==> src/common/reconfig_map.svh <==
// Register offsets, field positions, reset values and timing counts of the channel block
`ifndef RECONFIG_MAP_SVH
`define RECONFIG_MAP_SVH

`define ADDR_W 13
`define DATA_W 32

// Register offsets (reconfiguration address space)
`define OFS_BUS_ARB 13'h000
`define OFS_PREEMPH_POST1 13'h105
`define OFS_PLL_SEL_MUX 13'h111
`define OFS_PLL_LOOKUP_LO 13'h117
`define OFS_PLL_LOOKUP_HI 13'h118
`define OFS_STREAM_CTRL 13'h340
`define OFS_STREAM_STAT 13'h341
`define OFS_BG_CAL 13'h542
`define OFS_CFG_BASE 13'h100
`define OFS_CFG_LAST 13'h1FF

// Field positions
`define BUS_ARB_RETURN 8'h01
`define STREAM_CTRL_PROF_HI 2
`define STREAM_CTRL_START 7
`define STAT_BUSY 0
`define STAT_DONE 1
`define STAT_TX_CAL 2
`define STAT_RX_CAL 3
`define STAT_PLL_CAL 4
`define BG_CAL_EN 0

// Reset values
`define RST_CAL_OWNS 1'b1
`define RST_PREEMPH 8'h00
`define RST_PLL_SEL_MUX 8'h00
`define RST_BG_CAL 1'b0

// Timing: streamer run time and its cycle count (least time, rounded up)
`define CLK_PERIOD_NS 50
`define STREAM_TIME_NS 2000
`define STREAM_CYC ((`STREAM_TIME_NS + `CLK_PERIOD_NS - 1) / `CLK_PERIOD_NS)

`endif

==> src/common/reconfig_pkg.sv <==
// Types shared by the reconfiguration channel block
`default_nettype none
package reconfig_pkg;
   typedef enum logic [2:0] {
      RD_IDLE = 3'b001,
      RD_FETCH = 3'b010,
      RD_DONE = 3'b100
   } rd_state_t;
endpackage : reconfig_pkg
`default_nettype wire

==> src/hw/reconfig_channel.sv <==
// Channel reconfiguration register space: direct, streamer and transmit PLL switch flows
`timescale 1ns/1ns
`default_nettype none
`include "reconfig_map.svh"

// Overview of operation
// - Streamer status bits report completion; host polls them until finished.
// - Lookup registers are read-only; writes never change the logical-to-physical map.
// - Channel takes its serial clock from any of four transmit PLLs.
// - Lookup 0x117 holds PLL0 code in [3:0], PLL1 code in [7:4].
// - Lookup 0x118 holds PLL2 code in [3:0], PLL3 code in [7:4].
// - Encoded byte written to 0x111 routes that physical PLL to the channel.
// - Recalibration ends only when tx, rx and pll calibration busy drop.
module reconfig_channel #(
   // Physical PLL code for each logical PLL, nibble i for logical PLL i
   parameter logic [15:0] PHYS_PLL_CODES = 16'h3210
) (
   input wire logic clk_in,
   input wire logic rstn_in,
   input wire logic [12:0] reconfig_address_in,
   input wire logic reconfig_read_in,
   input wire logic reconfig_write_in,
   input wire logic [31:0] reconfig_writedata_in,
   output logic [31:0] reconfig_readdata_out,
   output logic reconfig_waitrequest_out,
   input wire logic tx_cal_busy_in,
   input wire logic rx_cal_busy_in,
   input wire logic pll_cal_busy_in,
   output logic cal_owns_bus_out,
   output logic bg_cal_en_out,
   output logic [7:0] preemph_post1_out,
   output logic [1:0] pll_route_out,
   output logic pll_route_valid_out,
   output logic stream_busy_out,
   output logic cal_idle_out
);
   localparam logic [5:0] STREAM_LOAD = 6'(`STREAM_CYC);

   reconfig_pkg::rd_state_t rd_state, next_rd_state;
   logic [31:0] next_readdata, rd_mux;
   logic [7:0] pll_sel_mux, next_pll_sel_mux, next_preemph, mem_rdata;
   logic [2:0] stream_prof, next_stream_prof;
   logic [5:0] stream_cnt, next_stream_cnt;
   logic next_cal_owns, next_bg_cal, stream_done, next_stream_done, next_stream_busy;
   logic stall, wr_ok, in_cfg, stream_reg, start_req;
   logic [3:0] pll_match;
   logic [1:0] next_route;
   logic next_route_valid, next_cal_idle;

   // Streamer registers stay reachable while it runs so the host can poll them
   assign stream_reg = (reconfig_address_in == `OFS_STREAM_CTRL) ||
                       (reconfig_address_in == `OFS_STREAM_STAT);
   assign in_cfg = (reconfig_address_in >= `OFS_CFG_BASE) &&
                   (reconfig_address_in <= `OFS_CFG_LAST) &&
                   (reconfig_address_in != `OFS_PREEMPH_POST1) &&
                   (reconfig_address_in != `OFS_PLL_SEL_MUX) &&
                   (reconfig_address_in != `OFS_PLL_LOOKUP_LO) &&
                   (reconfig_address_in != `OFS_PLL_LOOKUP_HI);
   assign stall = stream_busy_out && !stream_reg;
   assign reconfig_waitrequest_out = stall ||
      (reconfig_read_in && (rd_state != reconfig_pkg::RD_DONE));
   assign wr_ok = reconfig_write_in && !reconfig_waitrequest_out;
   assign start_req = wr_ok && (reconfig_address_in == `OFS_STREAM_CTRL) &&
                      reconfig_writedata_in[`STREAM_CTRL_START] && !stream_busy_out;

   cfg_byte_ram u_cfg (
      .clk_in(clk_in),
      .addr_in(reconfig_address_in[7:0]),
      .we_in(wr_ok && in_cfg),
      .wdata_in(reconfig_writedata_in[7:0]),
      .rdata_out(mem_rdata)
   );

   // Read data source; lookup writes are never decoded, so the map cannot change
   always_comb begin
      rd_mux = 32'h00000000;
      case (reconfig_address_in)
         `OFS_BUS_ARB: rd_mux = {31'h00000000, cal_owns_bus_out};
         `OFS_PREEMPH_POST1: rd_mux = {24'h000000, preemph_post1_out};
         `OFS_PLL_SEL_MUX: rd_mux = {24'h000000, pll_sel_mux};
         `OFS_PLL_LOOKUP_LO: rd_mux = {24'h000000, PHYS_PLL_CODES[7:0]};
         `OFS_PLL_LOOKUP_HI: rd_mux = {24'h000000, PHYS_PLL_CODES[15:8]};
         `OFS_STREAM_CTRL: rd_mux = {29'h00000000, stream_prof};
         `OFS_STREAM_STAT: rd_mux = {27'h0000000, pll_cal_busy_in, rx_cal_busy_in,
                                     tx_cal_busy_in, stream_done, stream_busy_out};
         `OFS_BG_CAL: rd_mux = {31'h00000000, bg_cal_en_out};
         default: rd_mux = in_cfg ? {24'h000000, mem_rdata} : 32'h00000000;
      endcase
   end

   // Read sequencer: one cycle for the byte store, one to present data
   always_comb begin
      next_rd_state = rd_state;
      next_readdata = reconfig_readdata_out;
      case (rd_state)
         reconfig_pkg::RD_IDLE: begin
            if (reconfig_read_in && !stall) begin
               next_rd_state = reconfig_pkg::RD_FETCH;
            end
         end
         reconfig_pkg::RD_FETCH: begin
            next_readdata = rd_mux;
            next_rd_state = reconfig_pkg::RD_DONE;
         end
         reconfig_pkg::RD_DONE: next_rd_state = reconfig_pkg::RD_IDLE;
         default: next_rd_state = reconfig_pkg::RD_IDLE;
      endcase
   end

   always_ff @(posedge clk_in or negedge rstn_in) begin
      if (!rstn_in) begin
         rd_state <= reconfig_pkg::RD_IDLE;
         reconfig_readdata_out <= 32'h00000000;
      end else begin
         rd_state <= next_rd_state;
         reconfig_readdata_out <= next_readdata;
      end
   end

   // Writable control registers; lookup offsets have no write path
   // lookups stay read-only
   always_comb begin
      next_cal_owns = cal_owns_bus_out;
      next_bg_cal = bg_cal_en_out;
      next_preemph = preemph_post1_out;
      next_pll_sel_mux = pll_sel_mux;
      if (wr_ok) begin
         case (reconfig_address_in)
            `OFS_BUS_ARB: next_cal_owns = (reconfig_writedata_in[7:0] == `BUS_ARB_RETURN);
            `OFS_PREEMPH_POST1: next_preemph = reconfig_writedata_in[7:0];
            `OFS_PLL_SEL_MUX: next_pll_sel_mux = reconfig_writedata_in[7:0];
            `OFS_BG_CAL: next_bg_cal = reconfig_writedata_in[`BG_CAL_EN];
            default: next_cal_owns = cal_owns_bus_out;
         endcase
      end
   end

   always_ff @(posedge clk_in or negedge rstn_in) begin
      if (!rstn_in) begin
         cal_owns_bus_out <= `RST_CAL_OWNS;
         bg_cal_en_out <= `RST_BG_CAL;
         preemph_post1_out <= `RST_PREEMPH;
         pll_sel_mux <= `RST_PLL_SEL_MUX;
      end else begin
         cal_owns_bus_out <= next_cal_owns;
         bg_cal_en_out <= next_bg_cal;
         preemph_post1_out <= next_preemph;
         pll_sel_mux <= next_pll_sel_mux;
      end
   end

   // compare mux against each encoded physical code
   for (genvar i = 0; i < 4; i++) begin : g_pll
      logic [3:0] n;
      assign n = PHYS_PLL_CODES[4*i +: 4];
      assign pll_match[i] = (pll_sel_mux == {~n[3], n[1:0], n[3], n});
   end

   // Route decode; an unrecognised byte leaves no PLL routed
   always_comb begin
      next_route = 2'h0;
      next_route_valid = |pll_match;
      if (pll_match[3]) next_route = 2'h3;
      if (pll_match[2]) next_route = 2'h2;
      if (pll_match[1]) next_route = 2'h1;
      // calibration idle only when all three busy lines drop
      next_cal_idle = !(tx_cal_busy_in || rx_cal_busy_in || pll_cal_busy_in);
   end

   always_ff @(posedge clk_in or negedge rstn_in) begin
      if (!rstn_in) begin
         pll_route_out <= 2'h0;
         pll_route_valid_out <= 1'b0;
         cal_idle_out <= 1'b0;
      end else begin
         pll_route_out <= next_route;
         pll_route_valid_out <= next_route_valid;
         cal_idle_out <= next_cal_idle;
      end
   end

   // Streamer: one fixed run time for every profile; done is sticky, write one to clear, set wins
   always_comb begin
      next_stream_busy = stream_busy_out;
      next_stream_cnt = stream_cnt;
      next_stream_prof = stream_prof;
      next_stream_done = stream_done;
      if (wr_ok && (reconfig_address_in == `OFS_STREAM_STAT) &&
          reconfig_writedata_in[`STAT_DONE]) begin
         next_stream_done = 1'b0;
      end
      if (start_req) begin
         next_stream_busy = 1'b1;
         next_stream_cnt = STREAM_LOAD;
         next_stream_prof = reconfig_writedata_in[`STREAM_CTRL_PROF_HI:0];
         next_stream_done = 1'b0;
      end else if (stream_busy_out) begin
         next_stream_cnt = stream_cnt - 6'h01;
         if (stream_cnt == 6'h01) begin
            next_stream_busy = 1'b0;
            next_stream_done = 1'b1;
         end
      end
   end

   always_ff @(posedge clk_in or negedge rstn_in) begin
      if (!rstn_in) begin
         stream_busy_out <= 1'b0;
         stream_cnt <= 6'h00;
         stream_prof <= 3'h0;
         stream_done <= 1'b0;
      end else begin
         stream_busy_out <= next_stream_busy;
         stream_cnt <= next_stream_cnt;
         stream_prof <= next_stream_prof;
         stream_done <= next_stream_done;
      end
   end
endmodule : reconfig_channel
`default_nettype wire

==> src/hw/cfg_byte_ram.sv <==
// Byte store for the general channel configuration space, registered read data
`timescale 1ns/1ns
`default_nettype none
module cfg_byte_ram (
   input wire logic clk_in,
   input wire logic [7:0] addr_in,
   input wire logic we_in,
   input wire logic [7:0] wdata_in,
   output logic [7:0] rdata_out
);
   logic [7:0] mem [0:255];

   // No reset on the array; contents are whatever software last wrote
   always_ff @(posedge clk_in) begin
      if (we_in) begin
         mem[addr_in] <= wdata_in;
      end
      rdata_out <= mem[addr_in];
   end
endmodule : cfg_byte_ram
`default_nettype wire

==> config.mk <==
export PLATFORM = sky130hd
export DESIGN_NAME = reconfig_channel
export DESIGN_NICKNAME = d
export VERILOG_FILES = /design/src/common/reconfig_pkg.sv /design/src/hw/reconfig_channel.sv /design/src/hw/cfg_byte_ram.sv
export VERILOG_INCLUDE_DIRS = /design/src /design/src/common
export SDC_FILE = /design/constraint.sdc
export NUM_CORES = 2
export LEC_CHECK = 0
export BUFFER_PORTS_ARGS = -buffer_cell sky130_fd_sc_hd__buf_2
export CAP_MARGIN = 20
export CELL_PAD_IN_SITES_DETAIL_PLACEMENT = 0
export CELL_PAD_IN_SITES_GLOBAL_PLACEMENT = 1
export CORE_MARGIN = 1.5
export CORE_UTILIZATION = 56
export DETAILED_ROUTE_END_ITERATION = 12
export PLACE_DENSITY_LB_ADDON = 0.25
export SYNTH_ARGS = -nofsm -noshare
export SYNTH_HDL_FRONTEND = slang
export SYNTH_HIERARCHICAL = 1
export SYNTH_SLANG_ARGS = --single-unit
==> constraint.sdc <==
create_clock -name clk_in -period 3.5 [get_ports clk_in]
set_input_delay 0.7 -clock clk_in [delete_from_list [all_inputs] [get_ports clk_in]]
set_output_delay 0.7 -clock clk_in [all_outputs]
set_load 0.01 [all_outputs]
==> impl_metrics.tcl <==
set metrics [dict create \
    outcome "completed" \
    cts_buffers 202 \
    grt_max_degree 121 \
    required_ps 2800 \
    finalHoldViolCount 0 \
    syn_area_per_cell_sq_um 21.4 \
    wl_per_cell_um 29.7 \
    hold_path_end "cal_idle_out" \
    synthArstFlopShare_pct 2.10 \
    core-area_sq_um 143000 \
    first_global_vias 41431 \
    r2r_cells 10 \
    maxSlewHeadroom_pct 35.0 \
    grt_usage_pct 26.6 \
    area_growth_pct 16.6 \
    synth_cell_type_count 65 \
    crit_path_end_kind "primary output" \
    dr_total_vias 40717 \
    numPortBuffers 51 \
    dpl.hpwl_um 123000 \
    fmax_mhz 350 \
    cp_max_fo 5 \
    netlist_top_cells_count "edfxtp_1 (2048), mux4_2 (512), a22oi_1 (258)" \
    drt.antenna.violating_nets 0 \
    r2r-end "u_cfg/mem[32][3]" \
    hold_depth 2 \
    min_period_ps 2850 \
    cp-start-kind "primary input" \
    p_switching_uw 10800 \
    synth_seq_cells 2100 \
    setup_viol 0 \
    ioPinCount 100 \
    nets 4464 \
    synth_edf_count 2048 \
    place.gp.congestion 0.872 \
    rsz0062_at_grt "false" \
    swShare_pct 21.0 \
    fin_setup_tns_ps 0 \
    p_per_area_nw_per_um2 544 \
    drive_above_1_share_pct 32.4 \
    cts_root_buffer "clkbuf_16" \
    via_per_inst 6.28 \
    clkPwrFrac_pct 40.9 \
    postCtsSetupRepairBufs 0 \
    cts_buffer_depth 3 \
    worstReg2RegStart "rd_state[1]" \
    worstPathArrival_ps 2150 \
    period_share_pct 81.5 \
    grt_pass1_wl_um 279000 \
    power_frac_seq_pct 54.0 \
    syn_area_sq_um 81000 \
    cts.htree.levels 4 \
    dr.pass1.iters 6 \
    clk_latency_ps 850 \
    hp-class "in2reg" \
    ff2ff_setup_slack_ps 650 \
    yosysTopAreaCell "edfxtp_1" \
    seq_area_frac_synth_pct 77.5 \
    synth_most_common_cell "edfxtp_1" \
    total_power_uw 51300 \
    comb_power_share_pct 5.1 \
    timing_worst_setup_path_type "in2out" \
    finalClockSkew_ps 31.9 \
    die_x_um 383 \
    final_max_slew_viol_count 0 \
    stdcell_count 6481 \
    synthCells 3789 \
    intPower_uw 40600 \
    chipHeight_um 383 \
    rows 139 \
    synth_ff_type "edfxtp_1" \
    antenna_found_initial 5 \
    placed_cells 6106 \
    die-area_sq_um 147000 \
    clkTransAtPathRegs_ps 60 \
    hp-start "pll_cal_busy_in" \
    initial_utilization_pct 56.4 \
    design_area_sq_um 94400 \
    leakage_uw 0.0305 \
    yosysWarnings 6 \
    overflow 0 \
    drc 0 \
    cts_tree "built" \
    cap_violations 0 \
    tightest_slew_ps 975 \
    clock_sinks 2100 \
    dpl_cell_area_sq_um 88000 \
    drtIter0Drc 4428 \
    yosys.area.top_type_share_pct 75.9 \
    synthTopCellsByArea "edfxtp_1 (76%), mux4_2 (14%), a22oi_1 (2.4%)" \
    irDropWorstVdd_uv 569 \
    wirelength_um 192000 \
]
-- worst max-delay path by stage --
stage | start | endpoint | slack (ps)
final | reconfig_address_in[4] | reconfig_waitrequest_out | 650
after CTS | reconfig_address_in[4] | reconfig_waitrequest_out | 610
after detailed placement | reconfig_address_in[0] | u_cfg/rdata_out[4] | -70
after floorplan | reconfig_address_in[4] | u_cfg/mem[157][0] | -230
after global placement | reconfig_address_in[0] | u_cfg/rdata_out[4] | -50
after global routing | rd_state[1] | u_cfg/mem[32][5] | 390
-- power groups by stage --
stage               Sequential [uW]  Combinational (uW)  Clock, uW
floorplan                     28200                1300          0
global placement              28300                2600          0
detailed placement            28300                2640          0
CTS                           27700                2650      21300
global route                  27700                2790      22200
finish                        27700                2630      21000
-- cell families (layout without fill, tap and decap cells) --
logic type               after synthesis  count (layout)  share of synthesized area (%)
AO/OA/AOI/OAI                        460             460                           3.90
AND/OR/NAND/NOR                      421             421                           2.37
other                                  1              25                        0.00463
XOR/XNOR                               3               3                         0.0325
flip-flops                          2100            2100                           77.5
buffers and inverters                270            1035                           1.65
multiplexers                         532             532                           14.5
adder cells (fa/ha/maj)                2               2                         0.0309
-- state kept, by name (all words and copies together) (netlist names), 2 cells and up --
| name | cells |
|---|---|
| rd_state | 3 |
| reconfig_readdata_out | 8 |
| pll_route_out | 2 |
| stream_cnt | 6 |
| pll_sel_mux | 8 |
| u_cfg/rdata_out | 8 |
| u_cfg/mem | 2048 |
| preemph_post1_out | 8 |
| stream_prof | 3 |
-- layer usage --
| metal | GRT usage [%] | share of wire, % | routed length (um) |
|---|---|---|---|
| met1 | 37.7 | 40 | 76400 |
| met2 | 42.6 | 49 | 94900 |
| met3 | 4.54 | 7.8 | 15100 |
| met4 | 8.94 | 3.1 | 6020 |
| met5 | 0 | 0.0042 | 8 |
-- worst max-delay path: stages --
cell and delay, ps:
buf_2 110, or4b_4 560, nand4bb_4 280, buf_4 190, nand2_1 80, nand2_1 80, buf_2 140
-- layout by cell type (no fill, tap or decap), types with 41 or more instances in the layout --
| cell type | instances |
|---|---|
| a21oi_1 | 139 |
| a22oi_1 | 258 |
| buf_12 | 77 |
| buf_2 | 41 |
| buf_4 | 525 |
| clkbuf_1 | 53 |
| clkbuf_16 | 206 |
| dfrtp_1 | 42 |
| edfxtp_1 | 2048 |
| mux4_2 | 512 |
| nand2_1 | 52 |
| nor2_1 | 249 |
-- stage by stage --
| step | worst slack, ps | util [%] | hold WS, ps |
|---|---|---|---|
| 2_1_floorplan | -229 | - | 404 |
| 3_3_place_gp | -54.5 | 61.3 | 432 |
| 3_5_place_dp | -74.3 | 61.3 | 439 |
| 4_1_cts | 610 | 65.8 | 3.60 |
| 5_1_grt | 395 | 65.8 | 29.7 |
| 6_report | 647 | 65.8 | 75.2 |
-- cell type report --
type | count | area, sq um
antenna | 1 | 2.50
clock buffer | 263 | 5410
clock inverter | 108 | 966
fill | 9252 | 49100
inverter | 9 | 33.8
multi-input combinational | 1442 | 17000
sequential | 2100 | 62800
tap | 1903 | 2380
timing repair buffer | 655 | 5860
-- what timing repair did --
action / CTS / global route
hold endpoints to repair: 1 / 9
hold buffers: 1 / 1
gates resized for setup: 0 / 0
Note: power is estimated with default switching activity, not from simulation.
